File: src/hdl/flash_seq_pkg.sv
// Package: register map, field codes and types for the flash sequencer
package flash_seq_pkg;

  // Register byte offsets on the bus (one aligned word each)
  localparam logic [7:0] OFS_MODE = 8'h00;
  localparam logic [7:0] OFS_CMD = 8'h04;
  localparam logic [7:0] OFS_EXCMD = 8'h08;
  localparam logic [7:0] OFS_START = 8'h0C;
  localparam logic [7:0] OFS_END = 8'h10;
  localparam logic [7:0] OFS_ERRADR = 8'h14;
  localparam logic [7:0] OFS_WBUF0 = 8'h18;
  localparam logic [7:0] OFS_UID0 = 8'h28;
  localparam logic [7:0] OFS_SECMON = 8'h38;
  localparam logic [7:0] OFS_CWAIT = 8'h3C;
  localparam logic [7:0] OFS_DWAIT = 8'h40;
  localparam logic [7:0] OFS_IRQST = 8'h44;
  localparam logic [7:0] OFS_IRQMSK = 8'h48;
  localparam logic [7:0] OFS_STOP = 8'h4C;
  localparam logic [7:0] OFS_STATUS = 8'h50;
  localparam logic [7:0] OFS_PROT = 8'h54;

  // Operating mode codes
  localparam logic [1:0] MODE_READ = 2'h0;
  localparam logic [1:0] MODE_CODE_PE = 2'h1;
  localparam logic [1:0] MODE_DATA_PE = 2'h2;

  // Software command codes
  localparam logic [3:0] CMD_PROGRAM = 4'h1;
  localparam logic [3:0] CMD_BLANK = 4'h3;
  localparam logic [3:0] CMD_BLOCK_ERASE = 4'h4;
  localparam logic [3:0] CMD_ALL_ERASE = 4'h6;
  localparam logic [2:0] EXCMD_STARTUP = 3'h1;
  localparam logic [2:0] EXCMD_WINDOW = 3'h2;

  // Code flash map: 256 KB base; 128 KB and 64 KB bases
  localparam logic [15:0] CODE_BASE_256K = 16'hFFFC;
  localparam logic [15:0] CODE_BASE_128K = 16'hFFFE;
  localparam logic [15:0] CODE_BASE_64K = 16'hFFFF;
  localparam logic [15:0] DATA_BASE = 16'h0010;
  localparam logic [15:0] DATA_LAST = 16'h0010;
  localparam logic [3:0] STARTUP_LAST_BLOCK = 4'h7;

  // Reset value, command run length and identifier seed
  localparam logic [3:0] WAIT_RESET = 4'h0;
  localparam logic [2:0] EXEC_CYCLES = 3'h4;
  localparam logic [31:0] UID_SEED = 32'h5A5A_0000;  // Arbitrary value

  typedef enum logic [1:0] {
    ST_IDLE = 2'b00,
    ST_RUN = 2'b01,
    ST_DONE = 2'b11
  } seq_state_e;

  // Extra-area contents
  typedef struct packed {
    logic startup_swap;
    logic window_protect;
    logic [15:0] window_start;
    logic [15:0] window_end;
  } extra_area_s;

endpackage

File: src/hdl/flash_program_erase_sequencer.sv
// Flash program/erase command sequencer with Wishbone register file
`timescale 1ns/100ps

// How it works
// RULE_01: Mode 00 read, 01 code-flash program/erase, 10 data-flash; 11 prohibited.
// RULE_02: Commands: 0001 program, 0011 blank check, 0100 block, 0110 all erase.
// RULE_03: Extra commands: 001 start-up info or window protect, 010 window info.
// RULE_04: Ready interrupt fires when a command or forced stop completes.
// RULE_05: Start-up protection covers code blocks 0 to 7; code checks no block, refuses all erase if window protect set, swap clear.
// RULE_06: Self-programming outside the configured window is refused.
// RULE_07: Code flash stays readable while data flash is programmed.
// RULE_08: Start address upper half held in a 16-bit register.
// RULE_09: End address upper half held in a 16-bit register.
// RULE_10: Four write buffer words, 0 to 3, loaded before program.
// RULE_11: Code flash ends at FFFFFFFF; base set by capacity 256, 128 or 64 KB.
// RULE_12: User area up to 256 KB, data area up to 8 KB.
// RULE_13: Unique identifier readable as four 32-bit read-only words.
// RULE_14: Window protect flag reports protection, set by extra protect command.
// RULE_15: Extra area holds start-up, window bounds and identifier.
// RULE_16: Code and data read wait cycles each have a setting register.
// RULE_17: Failing address upper half kept in a 16-bit monitor register.
// RULE_18: Command writes ignored while busy; accepted only after ready.
module flash_program_erase_sequencer (
  // Clock and reset
  input wire logic clk_i,
  input wire logic rst_i,
  // Wishbone slave
  input wire logic cyc_i,
  input wire logic stb_i,
  input wire logic we_i,
  input wire logic [7:0] adr_i,
  input wire logic [3:0] sel_i,
  input wire logic [31:0] dat_i,
  output logic [31:0] dat_o,
  output logic ack_o,
  output logic err_o,
  // Capacity select: 0 256 KB, 1 128 KB, 2 64 KB
  input wire logic [1:0] capacity_i,
  // Code flash fetch path
  input wire logic code_fetch_i,
  output logic code_fetch_ok_o,
  output logic [15:0] code_base_o,
  output logic [3:0] code_wait_o,
  output logic [3:0] data_wait_o,
  // Interrupt
  output logic sequencer_ready_irq
);
  import flash_seq_pkg::*;

  logic [1:0] mode_r;
  logic [3:0] cmd_r;
  logic [2:0] excmd_r;
  logic [15:0] start_address_high_r;
  logic [15:0] end_address_high_r;
  logic [15:0] error_address_monitor_high_r;
  logic [31:0] program_data_buffer [4];
  logic [31:0] unique_identifier_word [4];
  logic [3:0] code_read_wait_setting_r;
  logic [3:0] data_read_wait_setting_r;
  extra_area_s extra_r;
  logic [1:0] irq_status_r;
  logic [1:0] irq_mask_r;
  logic failed_r;
  seq_state_e state_r;
  logic [2:0] exec_cnt_r;
  logic stop_r;
  logic ack_r;
  logic [31:0] rdata;
  logic access;
  logic wr;
  logic rd;
  logic mapped;
  logic busy;
  logic cmd_go;
  logic excmd_go;
  logic done_evt;
  logic cmd_bad;
  logic [15:0] code_base;

  // Whether a word-aligned address falls inside a four-word group
  function automatic logic in_group(input logic [7:0] a, input logic [7:0] base);
    in_group = (a >= base) && (a < base + 8'h10) && (a[1:0] == 2'b00);
  endfunction

  // Code flash base from capacity strap
  always_comb begin
    if (capacity_i == 2'd1) begin
      code_base = CODE_BASE_128K;  // see RULE_11
    end else if (capacity_i == 2'd2) begin
      code_base = CODE_BASE_64K;  // see RULE_11
    end else begin
      code_base = CODE_BASE_256K;  // see RULE_11, see RULE_12
    end
  end

  // A request is taken once; the answer cycle (ack or err) blocks a second take
  assign access = cyc_i && stb_i && !ack_r && !err_o;
  assign wr = access && we_i && mapped;
  assign rd = access && !we_i && mapped;
  assign busy = (state_r != ST_IDLE);

  // Command launch: any code in a program/erase mode when idle; unknown codes then fail
  assign cmd_go = wr && (adr_i == OFS_CMD) && sel_i[0] && !busy  // see RULE_18
                  && (mode_r == MODE_CODE_PE || mode_r == MODE_DATA_PE);
  assign excmd_go = wr && (adr_i == OFS_EXCMD) && sel_i[0] && !busy  // see RULE_18
                    && (mode_r == MODE_CODE_PE);
  assign done_evt = (state_r == ST_DONE);

  // Address decode and read mux
  always_comb begin
    mapped = 1'b1;
    rdata = 32'h0000_0000;
    if (adr_i == OFS_MODE) begin
      rdata = {30'h0, mode_r};
    end else if (adr_i == OFS_CMD) begin
      rdata = {28'h0, cmd_r};
    end else if (adr_i == OFS_EXCMD) begin
      rdata = {29'h0, excmd_r};
    end else if (adr_i == OFS_START) begin
      rdata = {16'h0, start_address_high_r};
    end else if (adr_i == OFS_END) begin
      rdata = {16'h0, end_address_high_r};
    end else if (adr_i == OFS_ERRADR) begin
      rdata = {16'h0, error_address_monitor_high_r};  // see RULE_17
    end else if (in_group(adr_i, OFS_WBUF0)) begin
      rdata = program_data_buffer[adr_i[3:2] - OFS_WBUF0[3:2]];
    end else if (in_group(adr_i, OFS_UID0)) begin
      rdata = unique_identifier_word[adr_i[3:2] - OFS_UID0[3:2]];  // see RULE_13
    end else if (adr_i == OFS_SECMON) begin
      rdata = {31'h0, extra_r.window_protect};  // see RULE_14
    end else if (adr_i == OFS_CWAIT) begin
      rdata = {28'h0, code_read_wait_setting_r};
    end else if (adr_i == OFS_DWAIT) begin
      rdata = {28'h0, data_read_wait_setting_r};
    end else if (adr_i == OFS_IRQST) begin
      rdata = {30'h0, irq_status_r};
    end else if (adr_i == OFS_IRQMSK) begin
      rdata = {30'h0, irq_mask_r};
    end else if (adr_i == OFS_STOP) begin
      rdata = 32'h0000_0000;
    end else if (adr_i == OFS_STATUS) begin
      rdata = {29'h0, extra_r.startup_swap, failed_r, busy};
    end else if (adr_i == OFS_PROT) begin
      rdata = {extra_r.window_end, extra_r.window_start};
    end else begin
      mapped = 1'b0;
    end
  end

  // Bus answer: one cycle after the request, dropped the cycle after
  always_ff @(posedge clk_i) begin
    if (rst_i) begin
      ack_r <= 1'b0;
      dat_o <= 32'h0000_0000;
      err_o <= 1'b0;
    end else begin
      ack_r <= access && mapped;
      err_o <= access && !mapped;  // Unmapped address answers with err
      dat_o <= rd ? rdata : 32'h0000_0000;
    end
  end
  assign ack_o = ack_r;

  // Software control registers
  always_ff @(posedge clk_i) begin
    if (rst_i) begin
      mode_r <= MODE_READ;
      start_address_high_r <= 16'h0000;
      end_address_high_r <= 16'h0000;
      code_read_wait_setting_r <= WAIT_RESET;
      data_read_wait_setting_r <= WAIT_RESET;
      irq_mask_r <= 2'h0;
    end else if (wr && sel_i[0]) begin
      if (adr_i == OFS_MODE && !busy && dat_i[1:0] != 2'h3) begin
        mode_r <= dat_i[1:0];  // see RULE_01
      end else if (adr_i == OFS_START && sel_i[1]) begin
        start_address_high_r <= dat_i[15:0];  // see RULE_08
      end else if (adr_i == OFS_END && sel_i[1]) begin
        end_address_high_r <= dat_i[15:0];  // see RULE_09
      end else if (adr_i == OFS_CWAIT) begin
        code_read_wait_setting_r <= dat_i[3:0];  // see RULE_16
      end else if (adr_i == OFS_DWAIT) begin
        data_read_wait_setting_r <= dat_i[3:0];  // see RULE_16
      end else if (adr_i == OFS_IRQMSK) begin
        irq_mask_r <= dat_i[1:0];
      end
    end
  end

  // Write buffer words, frozen while a command runs
  genvar gi;
  generate
    for (gi = 0; gi < 4; gi++) begin : g_wbuf
      always_ff @(posedge clk_i) begin
        if (rst_i) begin
          program_data_buffer[gi] <= 32'hFFFF_FFFF;
        end else if (wr && !busy && adr_i == OFS_WBUF0 + 8'(gi * 4)) begin
          program_data_buffer[gi] <= dat_i;  // see RULE_10
        end
      end
      // Identifier words are fixed, read-only
      assign unique_identifier_word[gi] = UID_SEED | 32'(gi);  // see RULE_15
    end
  endgenerate

  // A command aimed at a protected or unknown target fails at launch
  always_comb begin
    cmd_bad = 1'b0;
    if (cmd_go) begin
      if (dat_i[3:0] != CMD_PROGRAM && dat_i[3:0] != CMD_BLANK
          && dat_i[3:0] != CMD_BLOCK_ERASE && dat_i[3:0] != CMD_ALL_ERASE) begin
        cmd_bad = 1'b1;  // see RULE_02
      end else if (mode_r == MODE_CODE_PE && dat_i[3:0] != CMD_BLANK) begin
        if (start_address_high_r < code_base) begin
          cmd_bad = 1'b1;  // see RULE_11
        end else if (extra_r.window_protect
                     && (start_address_high_r < extra_r.window_start
                         || end_address_high_r > extra_r.window_end)) begin
          cmd_bad = 1'b1;  // see RULE_06
        end else if (!extra_r.startup_swap && dat_i[3:0] == CMD_ALL_ERASE
                     && extra_r.window_protect) begin
          cmd_bad = 1'b1;  // see RULE_05
        end
      end else if (mode_r == MODE_DATA_PE && (start_address_high_r < DATA_BASE
                   || end_address_high_r > DATA_LAST)) begin
        cmd_bad = 1'b1;  // see RULE_12
      end
    end
  end

  // Sequencer: launch, timed execution, forced stop, completion
  always_ff @(posedge clk_i) begin
    if (rst_i) begin
      state_r <= ST_IDLE;
      exec_cnt_r <= 3'h0;
      cmd_r <= 4'h0;
      excmd_r <= 3'h0;
      failed_r <= 1'b0;
      stop_r <= 1'b0;
      error_address_monitor_high_r <= 16'h0000;
    end else begin
      case (state_r)
        ST_IDLE: begin
          if (cmd_go || excmd_go) begin
            state_r <= ST_RUN;
            exec_cnt_r <= EXEC_CYCLES;
            stop_r <= 1'b0;
            failed_r <= cmd_bad || (excmd_go && dat_i[2:0] != EXCMD_STARTUP
                        && dat_i[2:0] != EXCMD_WINDOW);  // see RULE_03
            if (cmd_go) begin
              cmd_r <= dat_i[3:0];
            end else begin
              excmd_r <= dat_i[2:0];
            end
            if (cmd_bad) begin
              error_address_monitor_high_r <= start_address_high_r;  // see RULE_17
            end
          end
        end
        ST_RUN: begin
          if (wr && adr_i == OFS_STOP && sel_i[0] && dat_i[0]) begin
            stop_r <= 1'b1;  // Forced stop ends early
            state_r <= ST_DONE;
          end else if (exec_cnt_r == 3'h1) begin
            state_r <= ST_DONE;
          end else begin
            exec_cnt_r <= exec_cnt_r - 3'h1;
          end
        end
        ST_DONE: begin
          state_r <= ST_IDLE;
          cmd_r <= 4'h0;
          excmd_r <= 3'h0;
        end
        default: state_r <= ST_IDLE;
      endcase
    end
  end

  // Extra-area contents change only by the extra commands
  always_ff @(posedge clk_i) begin
    if (rst_i) begin
      extra_r <= '0;
    end else if (done_evt && !failed_r && !stop_r) begin
      if (excmd_r == EXCMD_STARTUP) begin
        extra_r.startup_swap <= start_address_high_r[0];  // see RULE_15
        extra_r.window_protect <= start_address_high_r[1];  // see RULE_14
      end else if (excmd_r == EXCMD_WINDOW) begin
        extra_r.window_start <= start_address_high_r;  // see RULE_15
        extra_r.window_end <= end_address_high_r;
      end
    end
  end

  // Sticky events: bit0 command done, bit1 forced stop done; read clears, set wins
  always_ff @(posedge clk_i) begin
    if (rst_i) begin
      irq_status_r <= 2'h0;
    end else begin
      irq_status_r <= (rd && adr_i == OFS_IRQST ? 2'h0 : irq_status_r)
                      | {done_evt && stop_r, done_evt && !stop_r};  // see RULE_04
    end
  end
  assign sequencer_ready_irq = |(irq_status_r & irq_mask_r);  // see RULE_04

  // Code fetch is blocked only while a code flash command runs
  assign code_fetch_ok_o = code_fetch_i && !(busy && mode_r == MODE_CODE_PE);  // see RULE_07
  assign code_base_o = code_base;
  assign code_wait_o = code_read_wait_setting_r;
  assign data_wait_o = data_read_wait_setting_r;

endmodule // flash_program_erase_sequencer

File: config.mk
export PLATFORM = sky130hd
export DESIGN_NAME = flash_program_erase_sequencer
export DESIGN_NICKNAME = d
export VERILOG_FILES = /design/src/hdl/flash_seq_pkg.sv /design/src/hdl/flash_program_erase_sequencer.sv
export SDC_FILE = /design/constraint.sdc
export NUM_CORES = 1
export LEC_CHECK = 0
export BUFFER_PORTS_ARGS = -buffer_cell sky130_fd_sc_hd__buf_2
export CAP_MARGIN = 30
export CORE_MARGIN = 1.5
export CORE_UTILIZATION = 29
export CTS_CLUSTER_DIAMETER = 60
export DETAILED_ROUTE_END_ITERATION = 8
export GPL_ROUTABILITY_DRIVEN = 0
export PLACE_DENSITY = 0.54
export RECOVER_POWER = 100
export SLEW_MARGIN = 20
export SYNTH_ARGS = -nofsm -noshare
export SYNTH_HDL_FRONTEND = slang
export SYNTH_SLANG_ARGS = --single-unit
File: constraint.sdc
create_clock -name clk_i -period 8.43 [get_ports clk_i]
set_input_delay 1.686 -clock clk_i [delete_from_list [all_inputs] [get_ports clk_i]]
set_output_delay 1.686 -clock clk_i [all_outputs]
set_load 0.01 [all_outputs]
==> impl_metrics.ini <==
[route]
drtAntennaViolNets = 0
drt_iter0_drc = 761
wirelength_um = 37700
drtPass1Iterations = 5
vias = 9759
vias_per_cell = 5.07
wl_per_cell_um = 19.6
drc = 0

[logic_synthesis]
ys_top_cells_by_count = nand2_1, dfxtp_1, or3_1
yosysWarnings = 0
synth_cells = 1251
synth_area_um2 = 13100
netlist_top_cells_area = edfxtp_1, dfxtp_1, or3_1
synth_area_per_cell_um2 = 10.5
synthFlopType = dfxtp_1
synth_edf_count = 128
yosys.area.top_type = edfxtp_1
synth_top_area_share = 0.294
synth.most_common_cell = nand2_1
synth_cell_types = 80
yosys_register_bits = 272
async_flop_share = 0
yosysSeqAreaShare = 0.514

[sta]
slew_violations = 87
slew_headroom = -0.984
finalSetupViolations = 0
worst_pin_slew_ps = 2980
fin_crit_sh = 0.745
rsz0062_at_grt = false
final_hold_viol_count = 0
clock.fmax_mhz = 159
skew_ps = 27.5
fin_ws_ps = 2150
timing.final.crit_period_ps = 6280
setup_tns_ps = 0

[setup_path]
cp_slowest_stage_delay_ps = 2080
crit_chain = buf_2 > clkbuf_1 > or4bb_2 > nor2_2 > nand3_1 > nand2_1 > a21oi_1
critPathBufInv = 2
cp_slowest_cell = clkbuf_1
path_delay_family = simple AND/OR/NAND/NOR gates
critical_path_arrival_ps = 6670
crit_end = start_address_high_r[3]
endpoint_kind = flip-flop
start_kind = input port
critPathKind = input port to flip-flop
crit_path_start = adr_i[3]
timing.rr.end = error_address_monitor_high_r[5]
worstPathRequired_ps = 8820
r2r_setup_slack_ps = 5270
worst-path-max-fanout = 53
r2r_cells = 8
r2r-start = state_r[1]
cp.depth = 7

[die]
pin_count = 112
die_w_um = 215
dieArea_um2 = 46400
core-area_um2 = 44300
fp.dieH_um = 215
start_util = 0.295
rows = 77

[placement]
pre_cts_slack_ps = 3110
dpl.hpwl_um = 24500
dpl.cell_count = 1863
io_buffers = 95

[layout]
final_util = 0.339
layout-drive-gt1-share = 0.126
synthToLayoutAreaGrowth_pct = 15.0
fin_cells = 1924
n_fill_cell = 4538
nets = 1398

[clock_network]
cts.sinks = 272
clkTransAtPathRegs_ps = 60
post-cts-setup-buffer-count = 0
hold_buffers = 0
cts_resized = 0
cts_buffer_depth = 3
tritoncts = yes
cts_buffers = 30
root_buffer = clkbuf_16
htreeDepth = 1
clock_latency_ps = 580

[power_and_ir_drop]
peakVddDrop_v = 0.000144
powerDensity_nw_per_um2 = 199
power_w = 0.00299
power_leakage_nw = 4.43

[run]
drv_cap = 2

[grt]
grt_max_degree = 136
grt.overflow.total = 0
grt_pass1_vias = 9469
grt_first_pass_wirelength_um = 57800
antenna_found_initial = 7
grtUsageTotal = 0.159

[run_status]
violations = capacitance limit, slew limit
status = complete, but fails checks

[hold_path]
hold_depth = 2
min_path_type = flip-flop to flip-flop
## kinds of logic after synthesis
family,Yosys count,share of synthesized area
simple gates,486,0.194
flops,272,0.514
compound gates,210,0.105
buf+inv,157,0.0536
mux,81,0.0926
fa+ha+maj,40,0.0383
xor+xnor,4,0.00268
other cells,1,0.000287
## per-stage QoR
| step | hold WS (ps) | area (um2) |
|---|---|---|
| floorplan | 436 | 13100 |
| global placement | 443 | 14000 |
| detailed placement | 461 | 14000 |
| CTS | 470 | 15100 |
| global route | 489 | 15000 |
| finish | 470 | 15000 |
## layout by cell type, fill, tap and decap left out, types with 40 or more instances in the layout
cell type	synthesis	layout
a21oi_1	88	87
a22oi_1	43	43
buf_2	7	49
clkbuf_1	74	52
dfxtp_1	144	144
edfxtp_1	128	128
ha_1	40	40
inv_1	50	50
mux2i_1	49	49
nand2_1	147	147
nand2b_1	43	43
nor2_1	74	74
or3_1	129	129
## sequential cells by signal (all words and copies together), names as in the netlist, 3 cells and up
| register | flops |
|---|---|
| code_wait_o | 4 |
| extra_r | 34 |
| data_wait_o | 4 |
| end_address_high_r | 16 |
| cmd_r | 4 |
| program_data_buffer | 128 |
| dat_o | 32 |
| start_address_high_r | 16 |
| excmd_r | 3 |
| error_address_monitor_high_r | 16 |
| exec_cnt_r | 3 |
## layer usage
metal,track usage,share of wire,vias to the layer above
met5,0,0.0012,-
met4,0.0375,0.018,10
met3,0.0261,0.052,46
met2,0.265,0.48,262
met1,0.216,0.45,4798
li1,-,-,4643
## final cells by class
type	count	area, um2	area share
clock inverters	21	251	0.0167
flip-flops and latches	272	6730	0.447
clock buffers	35	790	0.0525
inverters	50	188	0.0125
multi-input cells	835	5720	0.381
repair buffers	117	616	0.0409
well taps	592	741	0.0493
diodes	2	5.00	0.000333
## how the worst min path moves through the flow
stage / start / end
floorplan: extra_r[17] / extra_r[17]
global placement: extra_r[17] / extra_r[17]
detailed placement: extra_r[31] / extra_r[31]
CTS: extra_r[31] / extra_r[31]
global route: extra_r[20] / extra_r[20]
finish: extra_r[31] / extra_r[31]
## tightest hold or removal path: stages (launching register included)
cell     delay (ps)
dfxtp_1         320
nand2_1          50
a21oi_1          50
## power by group
group	switching [W]	leakage, nW	total [W]	internal [W]
registers	0.0000112	2.03	0.00140	0.00139
clock network	0.000560	0.499	0.00138	0.000825
logic	0.000141	1.90	0.000207	0.0000655
No activity file was read; power rests on OpenSTA's default activity.
